$ cat config.mk
export PLATFORM = sky130hd
export DESIGN_NAME = spisq_top
export DESIGN_NICKNAME = d
export VERILOG_FILES = /design/src/spisq_pkg.sv /design/src/spisq_sync.sv /design/src/spisq_fifo.sv /design/src/spisq_top.sv
export SDC_FILE = /design/constraint.sdc
export NUM_CORES = 1
export LEC_CHECK = 0
export ABC_AREA = 1
export BUFFER_PORTS_ARGS = -buffer_cell sky130_fd_sc_hd__buf_2
export CORE_ASPECT_RATIO = 0.9
export CORE_MARGIN = 1.5
export CORE_UTILIZATION = 25
export CTS_BUF_LIST = sky130_fd_sc_hd__clkbuf_8
export CTS_CLUSTER_DIAMETER = 120
export CTS_CLUSTER_SIZE = 14
export DETAILED_ROUTE_END_ITERATION = 8
export GPL_TIMING_DRIVEN = 0
export PLACE_DENSITY = 0.47
export SLEW_MARGIN = 25
export SYNTH_ARGS = -nofsm -noshare
export SYNTH_HDL_FRONTEND = slang
export SYNTH_SLANG_ARGS = --single-unit
$ cat constraint.sdc
create_clock -name clock_i -period 4.25 [get_ports clock_i]
set_clock_uncertainty 0.1 [all_clocks]
set_input_delay 0 -clock clock_i [delete_from_list [all_inputs] [get_ports clock_i]]
set_output_delay 0 -clock clock_i [all_outputs]
set_load 0.03 [all_outputs]
$ cat src/spisq_pkg.sv
// Shared constants and types for the serial port instruction sequencer
package spisq_pkg;
  // ----------------------------------------------------------------
  // Widths and depths
  // ----------------------------------------------------------------
  localparam int ADDR_W = 13;
  localparam int DATA_W = 8;
  localparam int FIFO_DEPTH = 8;
  localparam int SYNC_W = 3;

  // ----------------------------------------------------------------
  // Register map and fields
  // ----------------------------------------------------------------
  localparam logic [12:0] CFG_ADDR = 13'h0000;
  localparam logic [12:0] LAST_ADDR = 13'h0232;
  localparam logic [7:0] CFG_RESET = 8'h18;
  localparam int CFG_SDO_BIT = 0;
  localparam int CFG_LSB_BIT = 1;
  localparam int UPDATE_BIT = 0;

  // ----------------------------------------------------------------
  // Instruction word layout and bit counts
  // ----------------------------------------------------------------
  localparam int RW_BIT = 15;
  localparam int LEN_HI = 14;
  localparam int LEN_LO = 13;
  localparam logic [1:0] LEN_STREAM = 2'h3;
  localparam logic [3:0] BIT_LAST_INSTR = 4'hf;
  localparam logic [2:0] BIT_LAST_DATA = 3'h7;

  // ----------------------------------------------------------------
  // Synchroniser lanes
  // ----------------------------------------------------------------
  localparam int LANE_SCLK = 0;
  localparam int LANE_CSN = 1;
  localparam int LANE_DATA = 2;

  typedef enum {SQ_INSTR, SQ_DATA, SQ_DONE} spisq_state_e;

  typedef struct packed {
    logic [12:0] addr;
    logic [7:0] data;
  } spisq_wr_s;
endpackage

$ cat src/spisq_sync.sv
// Three-stage input synchroniser with debounced level and edge pulses
`timescale 1ns/1ps
module spisq_sync #(
  parameter int W = 3
) (
  input wire logic clock_i, // System clock
  input wire logic rstn_i, // Async reset, active low
  input wire logic [W-1:0] din_i, // Asynchronous inputs
  output logic [W-1:0] level_o, // Accepted level
  output logic [W-1:0] rise_o, // One-cycle rise pulse
  output logic [W-1:0] fall_o // One-cycle fall pulse
);
  logic [W-1:0] s1;
  logic [W-1:0] s2;
  logic [W-1:0] s3;
  logic [W-1:0] next_level;

  // ----------------------------------------------------------------
  // A change counts once stages two and three agree
  // ----------------------------------------------------------------
  always_comb begin
    next_level = level_o;
    for (int i = 0; i < W; i++) begin
      if (s2[i] == s3[i]) begin
        next_level[i] = s3[i];
      end
    end
  end

  always_ff @(posedge clock_i or negedge rstn_i) begin
    if (!rstn_i) begin
      s1 <= '0;
      s2 <= '0;
      s3 <= '0;
      level_o <= '0;
    end else begin
      s1 <= din_i;
      s2 <= s1;
      s3 <= s2;
      level_o <= next_level;
    end
  end

  assign rise_o = next_level & ~level_o;
  assign fall_o = ~next_level & level_o;
endmodule

$ cat src/spisq_fifo.sv
// Flip-flop FIFO with valid/ready on both sides
`timescale 1ns/1ps
module spisq_fifo #(
  parameter int WIDTH = 21,
  parameter int DEPTH = 8
) (
  input wire logic clock_i, // System clock
  input wire logic rstn_i, // Async reset, active low
  input wire logic [WIDTH-1:0] in_data_i, // Write word
  input wire logic in_valid_i, // Write request
  output logic in_ready_o, // Not full
  output logic [WIDTH-1:0] out_data_o, // Head word
  output logic out_valid_o, // Not empty
  input wire logic out_ready_i // Drain accepts head
);
  localparam int AW = $clog2(DEPTH);
  logic [WIDTH-1:0] mem [DEPTH];
  logic [AW-1:0] rd_ptr, wr_ptr, next_rd_ptr, next_wr_ptr;
  logic [AW:0] count, next_count;
  logic push, pop;

  assign in_ready_o = (count != (AW+1)'(DEPTH));
  assign out_valid_o = (count != '0);
  assign push = in_valid_i && in_ready_o;
  assign pop = out_valid_o && out_ready_i;
  assign out_data_o = mem[rd_ptr];

  always_comb begin
    next_wr_ptr = push ? AW'((wr_ptr == AW'(DEPTH - 1)) ? 0 : wr_ptr + 1'b1) : wr_ptr;
    next_rd_ptr = pop ? AW'((rd_ptr == AW'(DEPTH - 1)) ? 0 : rd_ptr + 1'b1) : rd_ptr;
    next_count = count + (AW+1)'(push) - (AW+1)'(pop);
  end

  always_ff @(posedge clock_i or negedge rstn_i) begin
    if (!rstn_i) begin
      rd_ptr <= '0;
      wr_ptr <= '0;
      count <= '0;
    end else begin
      rd_ptr <= next_rd_ptr;
      wr_ptr <= next_wr_ptr;
      count <= next_count;
    end
  end

  always_ff @(posedge clock_i) begin
    if (push) begin
      mem[wr_ptr] <= in_data_i;
    end
  end
endmodule

$ cat src/spisq_top.sv
// Serial configuration port: instruction decode and address sequencing
`timescale 1ns/1ps
// Overview of operation
// - A 16-bit instruction opens each transfer; its top bit selects read or write.
// - Next two bits give length: one, two, three bytes, or streaming.
// - Lowest thirteen instruction bits give the first register address.
// - MSB-first order shifts highest bit first and is the reset default.
// - MSB-first order decrements the address after each data byte.
// - LSB-first order shifts lowest bit first and increments the address.
// - The LSB-first selection takes effect right after its write.
// - Long instruction bits are set at reset but a write can clear them; only the long format exists.
// - Incrementing stream ends after serving the final register.
// - Decrementing stream wraps from zero to the final register, then ends.
// - Every address is stepped through, reserved ones included.
// - Streaming always ends at the final register address.
// - Write bits sampled on rising clock, readback changes on falling.
// - Writes go to a buffer; update bit of final register activates them.
// - Configuration bit zero selects shared data line or separate output.
module spisq_top (
  input wire logic clock_i, // 40 MHz system clock
  input wire logic rstn_i, // Async reset, active low
  input wire logic sclk_i, // Serial clock pin
  input wire logic csn_i, // Chip select pin, active low
  input wire logic sdio_i, // Shared data line, input side
  output logic sdio_o, // Shared data line, output value
  output logic sdio_oe_o, // Shared data line drive enable
  output logic readback_output_line_o, // Separate readback line value
  output logic readback_output_line_oe_o, // Separate readback line drive enable
  output logic [12:0] rd_addr_o, // Register address being read
  input wire logic [7:0] rd_data_i, // Register data at rd_addr_o
  output spisq_pkg::spisq_wr_s wr_data_o, // Buffered write word
  output logic wr_valid_o, // Write word available
  input wire logic wr_ready_i, // Register bank takes write word
  output logic update_o, // Pulse: activate buffered writes
  output logic overrun_o // Sticky: write byte lost to full buffer
);
  // ----------------------------------------------------------------
  // Pin synchronisation
  // ----------------------------------------------------------------
  logic [2:0] pin_lvl, pin_rise, pin_fall;
  logic cs_on, sck_up, sck_dn, cs_up;

  // Select lane enters inverted so that its reset value is the idle level
  spisq_sync #(.W(spisq_pkg::SYNC_W)) u_sync (
    .clock_i(clock_i),
    .rstn_i(rstn_i),
    .din_i({sdio_i, !csn_i, sclk_i}),
    .level_o(pin_lvl),
    .rise_o(pin_rise),
    .fall_o(pin_fall)
  );

  assign cs_on = pin_lvl[spisq_pkg::LANE_CSN];
  assign cs_up = pin_fall[spisq_pkg::LANE_CSN];
  assign sck_up = cs_on && pin_rise[spisq_pkg::LANE_SCLK];
  assign sck_dn = cs_on && pin_fall[spisq_pkg::LANE_SCLK];

  // ----------------------------------------------------------------
  // Sequencer state
  // ----------------------------------------------------------------
  spisq_pkg::spisq_state_e state, next_state;
  logic [3:0] bitcnt, next_bitcnt;
  logic [15:0] sh, next_sh, sh_step;
  logic [12:0] addr, next_addr;
  logic is_read, next_is_read;
  logic stream, next_stream;
  logic [1:0] rem, next_rem;
  logic [7:0] cfg, next_cfg;
  logic [7:0] tx, next_tx;
  logic dout, next_dout;
  logic pend_v, next_pend_v;
  spisq_pkg::spisq_wr_s pend, next_pend;
  logic next_update, next_overrun;
  logic lsb, fifo_ready;
  logic [7:0] wbyte, rbyte;
  logic byte_end;

  // Address after a served byte; decrement wraps zero to the final register
  function automatic logic [12:0] step_addr(input logic [12:0] a, input logic up);
    if (up) begin
      return a + 13'h0001;
    end
    return (a == 13'h0000) ? spisq_pkg::LAST_ADDR : a - 13'h0001;
  endfunction

  assign lsb = cfg[spisq_pkg::CFG_LSB_BIT];
  assign sh_step = lsb ? {pin_lvl[spisq_pkg::LANE_DATA], sh[15:1]} :
                         {sh[14:0], pin_lvl[spisq_pkg::LANE_DATA]};
  assign wbyte = lsb ? sh_step[15:8] : sh_step[7:0];
  assign rbyte = (addr == spisq_pkg::CFG_ADDR) ? cfg : rd_data_i;
  assign byte_end = sck_up && state == spisq_pkg::SQ_DATA && bitcnt[2:0] == spisq_pkg::BIT_LAST_DATA;

  always_comb begin
    next_state = state;
    next_bitcnt = bitcnt;
    next_sh = sh;
    next_addr = addr;
    next_is_read = is_read;
    next_stream = stream;
    next_rem = rem;
    next_cfg = cfg;
    next_tx = tx;
    next_dout = dout;
    next_pend_v = pend_v && !fifo_ready;
    next_pend = pend;
    next_update = 1'b0;
    next_overrun = overrun_o;
    if (cs_up) begin
      // Byte-boundary rise stalls the instruction or a counted transfer; a stream, done state or mid-byte rise restarts
      if (state == spisq_pkg::SQ_DONE || bitcnt[2:0] != 3'h0 ||
          (state == spisq_pkg::SQ_DATA && stream)) begin
        next_state = spisq_pkg::SQ_INSTR;
        next_bitcnt = 4'h0;
      end
    end else if (sck_up) begin
      next_sh = sh_step;
      unique case (state)
        spisq_pkg::SQ_INSTR: begin
          next_bitcnt = bitcnt + 4'h1;
          if (bitcnt == spisq_pkg::BIT_LAST_INSTR) begin
            next_state = spisq_pkg::SQ_DATA;
            next_bitcnt = 4'h0;
            next_is_read = sh_step[spisq_pkg::RW_BIT];
            next_rem = sh_step[spisq_pkg::LEN_HI:spisq_pkg::LEN_LO];
            next_stream = sh_step[spisq_pkg::LEN_HI:spisq_pkg::LEN_LO] ==
                          spisq_pkg::LEN_STREAM;
            next_addr = sh_step[12:0];
          end
        end
        spisq_pkg::SQ_DATA: begin
          next_bitcnt = bitcnt + 4'h1;
          if (bitcnt[2:0] == spisq_pkg::BIT_LAST_DATA) begin
            next_bitcnt = 4'h0;
            if (!is_read) begin
              if (addr == spisq_pkg::CFG_ADDR) begin
                next_cfg = wbyte;
              end
              if (addr == spisq_pkg::LAST_ADDR && wbyte[spisq_pkg::UPDATE_BIT]) begin
                next_update = 1'b1;
              end
              if (next_pend_v) begin
                next_overrun = 1'b1;
              end else begin
                next_pend_v = 1'b1;
                next_pend = '{addr: addr, data: wbyte};
              end
            end
            if (stream) begin
              if (addr == spisq_pkg::LAST_ADDR) begin
                next_state = spisq_pkg::SQ_DONE;
              end else begin
                next_addr = step_addr(addr, lsb);
              end
            end else if (rem == 2'h0) begin
              next_state = spisq_pkg::SQ_DONE;
            end else begin
              next_rem = rem - 2'h1;
              next_addr = step_addr(addr, lsb);
            end
          end
        end
        spisq_pkg::SQ_DONE: begin
        end
      endcase
    end else if (sck_dn && state == spisq_pkg::SQ_DATA && is_read) begin
      // Readback bits move on the falling edge
      if (bitcnt[2:0] == 3'h0) begin
        next_tx = rbyte;
        next_dout = lsb ? rbyte[0] : rbyte[7];
      end else begin
        next_tx = lsb ? {1'b0, tx[7:1]} : {tx[6:0], 1'b0};
        next_dout = lsb ? tx[1] : tx[6];
      end
    end
  end

  always_ff @(posedge clock_i or negedge rstn_i) begin
    if (!rstn_i) begin
      state <= spisq_pkg::SQ_INSTR;
      bitcnt <= 4'h0;
      sh <= 16'h0000;
      addr <= 13'h0000;
      is_read <= 1'b0;
      stream <= 1'b0;
      rem <= 2'h0;
      cfg <= spisq_pkg::CFG_RESET;
      tx <= 8'h00;
      dout <= 1'b0;
      pend_v <= 1'b0;
      pend <= '0;
      update_o <= 1'b0;
      overrun_o <= 1'b0;
    end else begin
      state <= next_state;
      bitcnt <= next_bitcnt;
      sh <= next_sh;
      addr <= next_addr;
      is_read <= next_is_read;
      stream <= next_stream;
      rem <= next_rem;
      cfg <= next_cfg;
      tx <= next_tx;
      dout <= next_dout;
      pend_v <= next_pend_v;
      pend <= next_pend;
      update_o <= next_update;
      overrun_o <= next_overrun;
    end
  end

  // ----------------------------------------------------------------
  // Write buffer toward the register bank
  // ----------------------------------------------------------------
  spisq_fifo #(.WIDTH($bits(spisq_pkg::spisq_wr_s)), .DEPTH(spisq_pkg::FIFO_DEPTH)) u_fifo (
    .clock_i(clock_i),
    .rstn_i(rstn_i),
    .in_data_i(pend),
    .in_valid_i(pend_v),
    .in_ready_o(fifo_ready),
    .out_data_o(wr_data_o),
    .out_valid_o(wr_valid_o),
    .out_ready_i(wr_ready_i)
  );

  // ----------------------------------------------------------------
  // Readback pins
  // ----------------------------------------------------------------
  logic drive;
  assign drive = cs_on && state == spisq_pkg::SQ_DATA && is_read;
  assign sdio_o = dout;
  assign readback_output_line_o = dout;
  assign sdio_oe_o = drive && !cfg[spisq_pkg::CFG_SDO_BIT];
  assign readback_output_line_oe_o = drive && cfg[spisq_pkg::CFG_SDO_BIT];
  assign rd_addr_o = addr;

  logic instr_end;
  assign instr_end = sck_up && !cs_up && state == spisq_pkg::SQ_INSTR &&
                     bitcnt == spisq_pkg::BIT_LAST_INSTR;
endmodule

==> impl_metrics.toml <==
[timing]
fin_tns_setup_ns = 0
post-route-period-util = 0.647
worst_slack_ns = 1.50
rsz0062_at_grt = "no"
finalCriticalPeriod_ns = 2.75
tightest_slew_ns = 0.719
max_freq_ghz = 0.364
final_max_slew_viol_count = 0
hold_violations = 0
slew_headroom = 0.521
setup_violations = 0
whs_ns = 0.226

[power_and_ir_drop]
power_switching_w = 0.00261
internal_power_w = 0.00398
peakVddDrop_mv = 0.190
switching_share = 0.396
pwr-share-comb = 0.342
clkPwrFrac = 0.217
finalPower_w = 0.00658
power_density_nw_per_um2 = 467
pwr-share-seq = 0.441
power.leakage_nw = 5.36

[global_route]
overflow = 0
gr-usage-all-layers = 0.136
grt_pass1_wl_microns = 52400
grt_pass1_vias = 8717
grt_max_degree = 68
antenna_found_initial = 0

[cells_and_area]
final_common_cell = "nand2_1"
final_cell_mix = "273 x nand2_1, 186 x nor2_1, 168 x edfxtp_1"
multi_input_area_sq_um = 3970
syn2layout_area_growth_pct = 15.9
n_antenna_cell = 0
fillCellCount = 5106
fin_nets = 1366
fin_cells = 1975
drive_gt1_frac = 0.115
seq_area_sq_um = 7600

[worst_setup_path]
path_max_fanout = 10
cp_slowest_cell = "clkbuf_1"
worstReg2RegStart = "rd_addr_o[0]$_DFFE_PN0P_"
worstPathCellList = "buf_2, clkbuf_1, o21ai_0, o32ai_1, nand2_1, nand2_1, buf_2"
cp-start-kind = "register"
cp-startpoint = "u_fifo.rd_ptr[1]$_DFFE_PN0P_"
worstPathRequired_ns = 4.15
endpoint_kind = "output pin"
slowest_delay_ns = 0.52
reg2reg_slack_ns = 1.77
crit_arrival_ns = 2.65
worst-setup-path-type = "register to output pin"

[clocking]
cts_tree = "done"
cts_max_level = 1
cts_root_buffer = "clkbuf_8"
max-clock-path-buffers = 3
clk_pin_slew_worst_paths_ns = 0.10
numCtsBuffers = 23
clk_latency_ns = 0.60
cts.sinks = 270

[yosys]
synth_top_family_by_area = "simple AND/OR/NAND/NOR gates"
netlist_area_sq_um = 12200
yosys.area.top_type = "edfxtp_1"
synthSimpleGateAreaFrac = 0.183
synth_fp_nets = 1261
synth_cell_types = 40
ys_top_cells_by_area = "edfxtp_1 41%, dfrtp_1 21%, nand2_1 8.4%"
synth_xor_area_frac = 0.00720
synth_edf_count = 168
synthArstFlopShare = 0.378
yosysSeqAreaShare = 0.625
syn_inst = 1229
synth_compound_area_frac = 0.111
yosys.area.top_type_share = 0.415
synthAdderAreaFrac = 0.0208
ys_ff_latch = 270
yosysWarnings = 0
synthMuxAreaShare = 0
syn_avg_cell_area_sq_um = 9.90
synth_ff_type = "edfxtp_1"

[floorplan]
core-area_sq_um = 47900
die_w_microns = 236
dieHeight_microns = 212
start_util = 0.254
die-area_sq_um = 50000
std_cell_rows = 76
num_io_pins = 55

[drt]
wl_microns = 33800
firstDrtPassIters = 5
initialDrtViolationCount = 570
postRouteAntennaNets = 0
drc = 0
wl_per_cell_microns = 17.1
viasPerCell = 4.51
dr_total_vias = 8902

[placement]
hpwl_microns = 23800
place_ws_ns = 1.84
port_buffers = 54
routabilityCongestion = 0.858
place_inst = 1915

[worst_hold_path]
min-delay-path-class = "input port to register"
hp-start = "wr_ready_i"

[run_status]
status = "finished, final reports clean"

[job]
drv_cap = 0
cell families (layout without fill, tap and decap cells):
group	after synthesis	after routing
adder cells (fa/ha/maj)	20	20
flip-flops	270	270
buffers and inverters	160	282
AND/OR/NAND/NOR	545	545
XOR/XNOR	10	10
AO/OA/AOI/OAI	224	224
timing repair:
action                                  in CTS  in global routing
buffers inserted                             0                  0
endpoints found under the setup margin       0                  0
hold buffers                                18                  0
resized for setup                            0                  0
endpoints found under the hold margin      117                  0
critical path: cells and delay by family, from the launching register on:
kind                   cells  cell delay [ns]
DFF                        1             0.44
and+or+nand+nor            2             0.26
buffers and inverters      3             0.99
AOI/OAI and AO/OA          2             0.36
power groups by stage:
stage / Clock (W) / Combinational (W) / Sequential [W]
2_1_floorplan: 0 / 0.00148 / 0.00294
3_3_place_gp: 0 / 0.00227 / 0.00296
3_5_place_dp: 0 / 0.00228 / 0.00296
4_1_cts: 0.00149 / 0.00230 / 0.00290
5_1_grt: 0.00158 / 0.00249 / 0.00291
6_report: 0.00143 / 0.00225 / 0.00290
state kept, by name, summed over array words and instances, names as in the netlist, 2 cells and up:
name / cells
u_fifo.mem: 168
u_sync.s2: 3
u_fifo.rd_ptr: 3
pend: 21
cfg: 8
u_sync.level_o: 3
u_fifo.wr_ptr: 3
u_sync.s3: 3
u_sync.s1: 3
rd_addr_o: 13
u_fifo.count: 4
tx: 8
state: 2
sh: 16
rem: 2
bitcnt: 4
routing by layer:
| layer | GRT usage | wire length [microns] | up-vias |
|---|---|---|---|
| li1 | - | - | 4358 |
| met1 | 0.194 | 16200 | 4291 |
| met2 | 0.217 | 15100 | 215 |
| met3 | 0.0222 | 1870 | 38 |
| met4 | 0.0283 | 582 | 0 |
| met5 | 0 | 0 | - |
metrics by stage:
step | cell area (sq um) | utilization
finish | 14100 | 0.294
global route | 14100 | 0.294
CTS | 14100 | 0.294
detailed placement | 13500 | 0.282
global placement | 13200 | 0.276
floorplan | 12200 | -
final timing paths:
check                                          endpoint  cells past startpoint
max in group asynchronous            cfg[4]$_DFFE_PN1P_                      4
hold reg to reg                  u_sync.s2[0]$_DFF_PN0_                      0
min in group asynchronous         overrun_o$_DFFE_PN0P_                      4
setup reg to reg               rd_addr_o[3]$_DFFE_PN0P_                      9
hold / removal             u_fifo.rd_ptr[1]$_DFFE_PN0P_                      5
setup / recovery                           wr_data_o[0]                      7
synth_stat cells, types with 2 or more instances:
cell type,n
o21a_1,4
dfstp_2,2
nand3_1,43
buf_4,2
maj3_1,2
buf_1,9
nand2_1,273
nor2_2,6
xnor2_1,2
nand4_1,3
o21ai_2,8
buf_2,23
o211ai_1,5
nand3_2,2
ha_1,17
edfxtp_1,168
nand2_2,2
nor2_4,4
o22ai_1,3
clkbuf_1,26
nor2_1,194
o32ai_1,42
a21oi_1,33
inv_1,94
xor2_1,8
o21ai_0,104
and2_1,2
o21ai_1,23
inv_2,4
buf_6,2
nor3_1,11
dfrtp_1,100
final cells by class:
type	count	area share
inverter	98	0.0261
timing repair buffer	80	0.0487
sequential	270	0.539
clock inverter	19	0.00613
tap	624	0.0554
multi-input combinational	799	0.282
clock buffer	23	0.0225
buffer	62	0.0202
No activity file was read; power rests on OpenSTA's default activity.
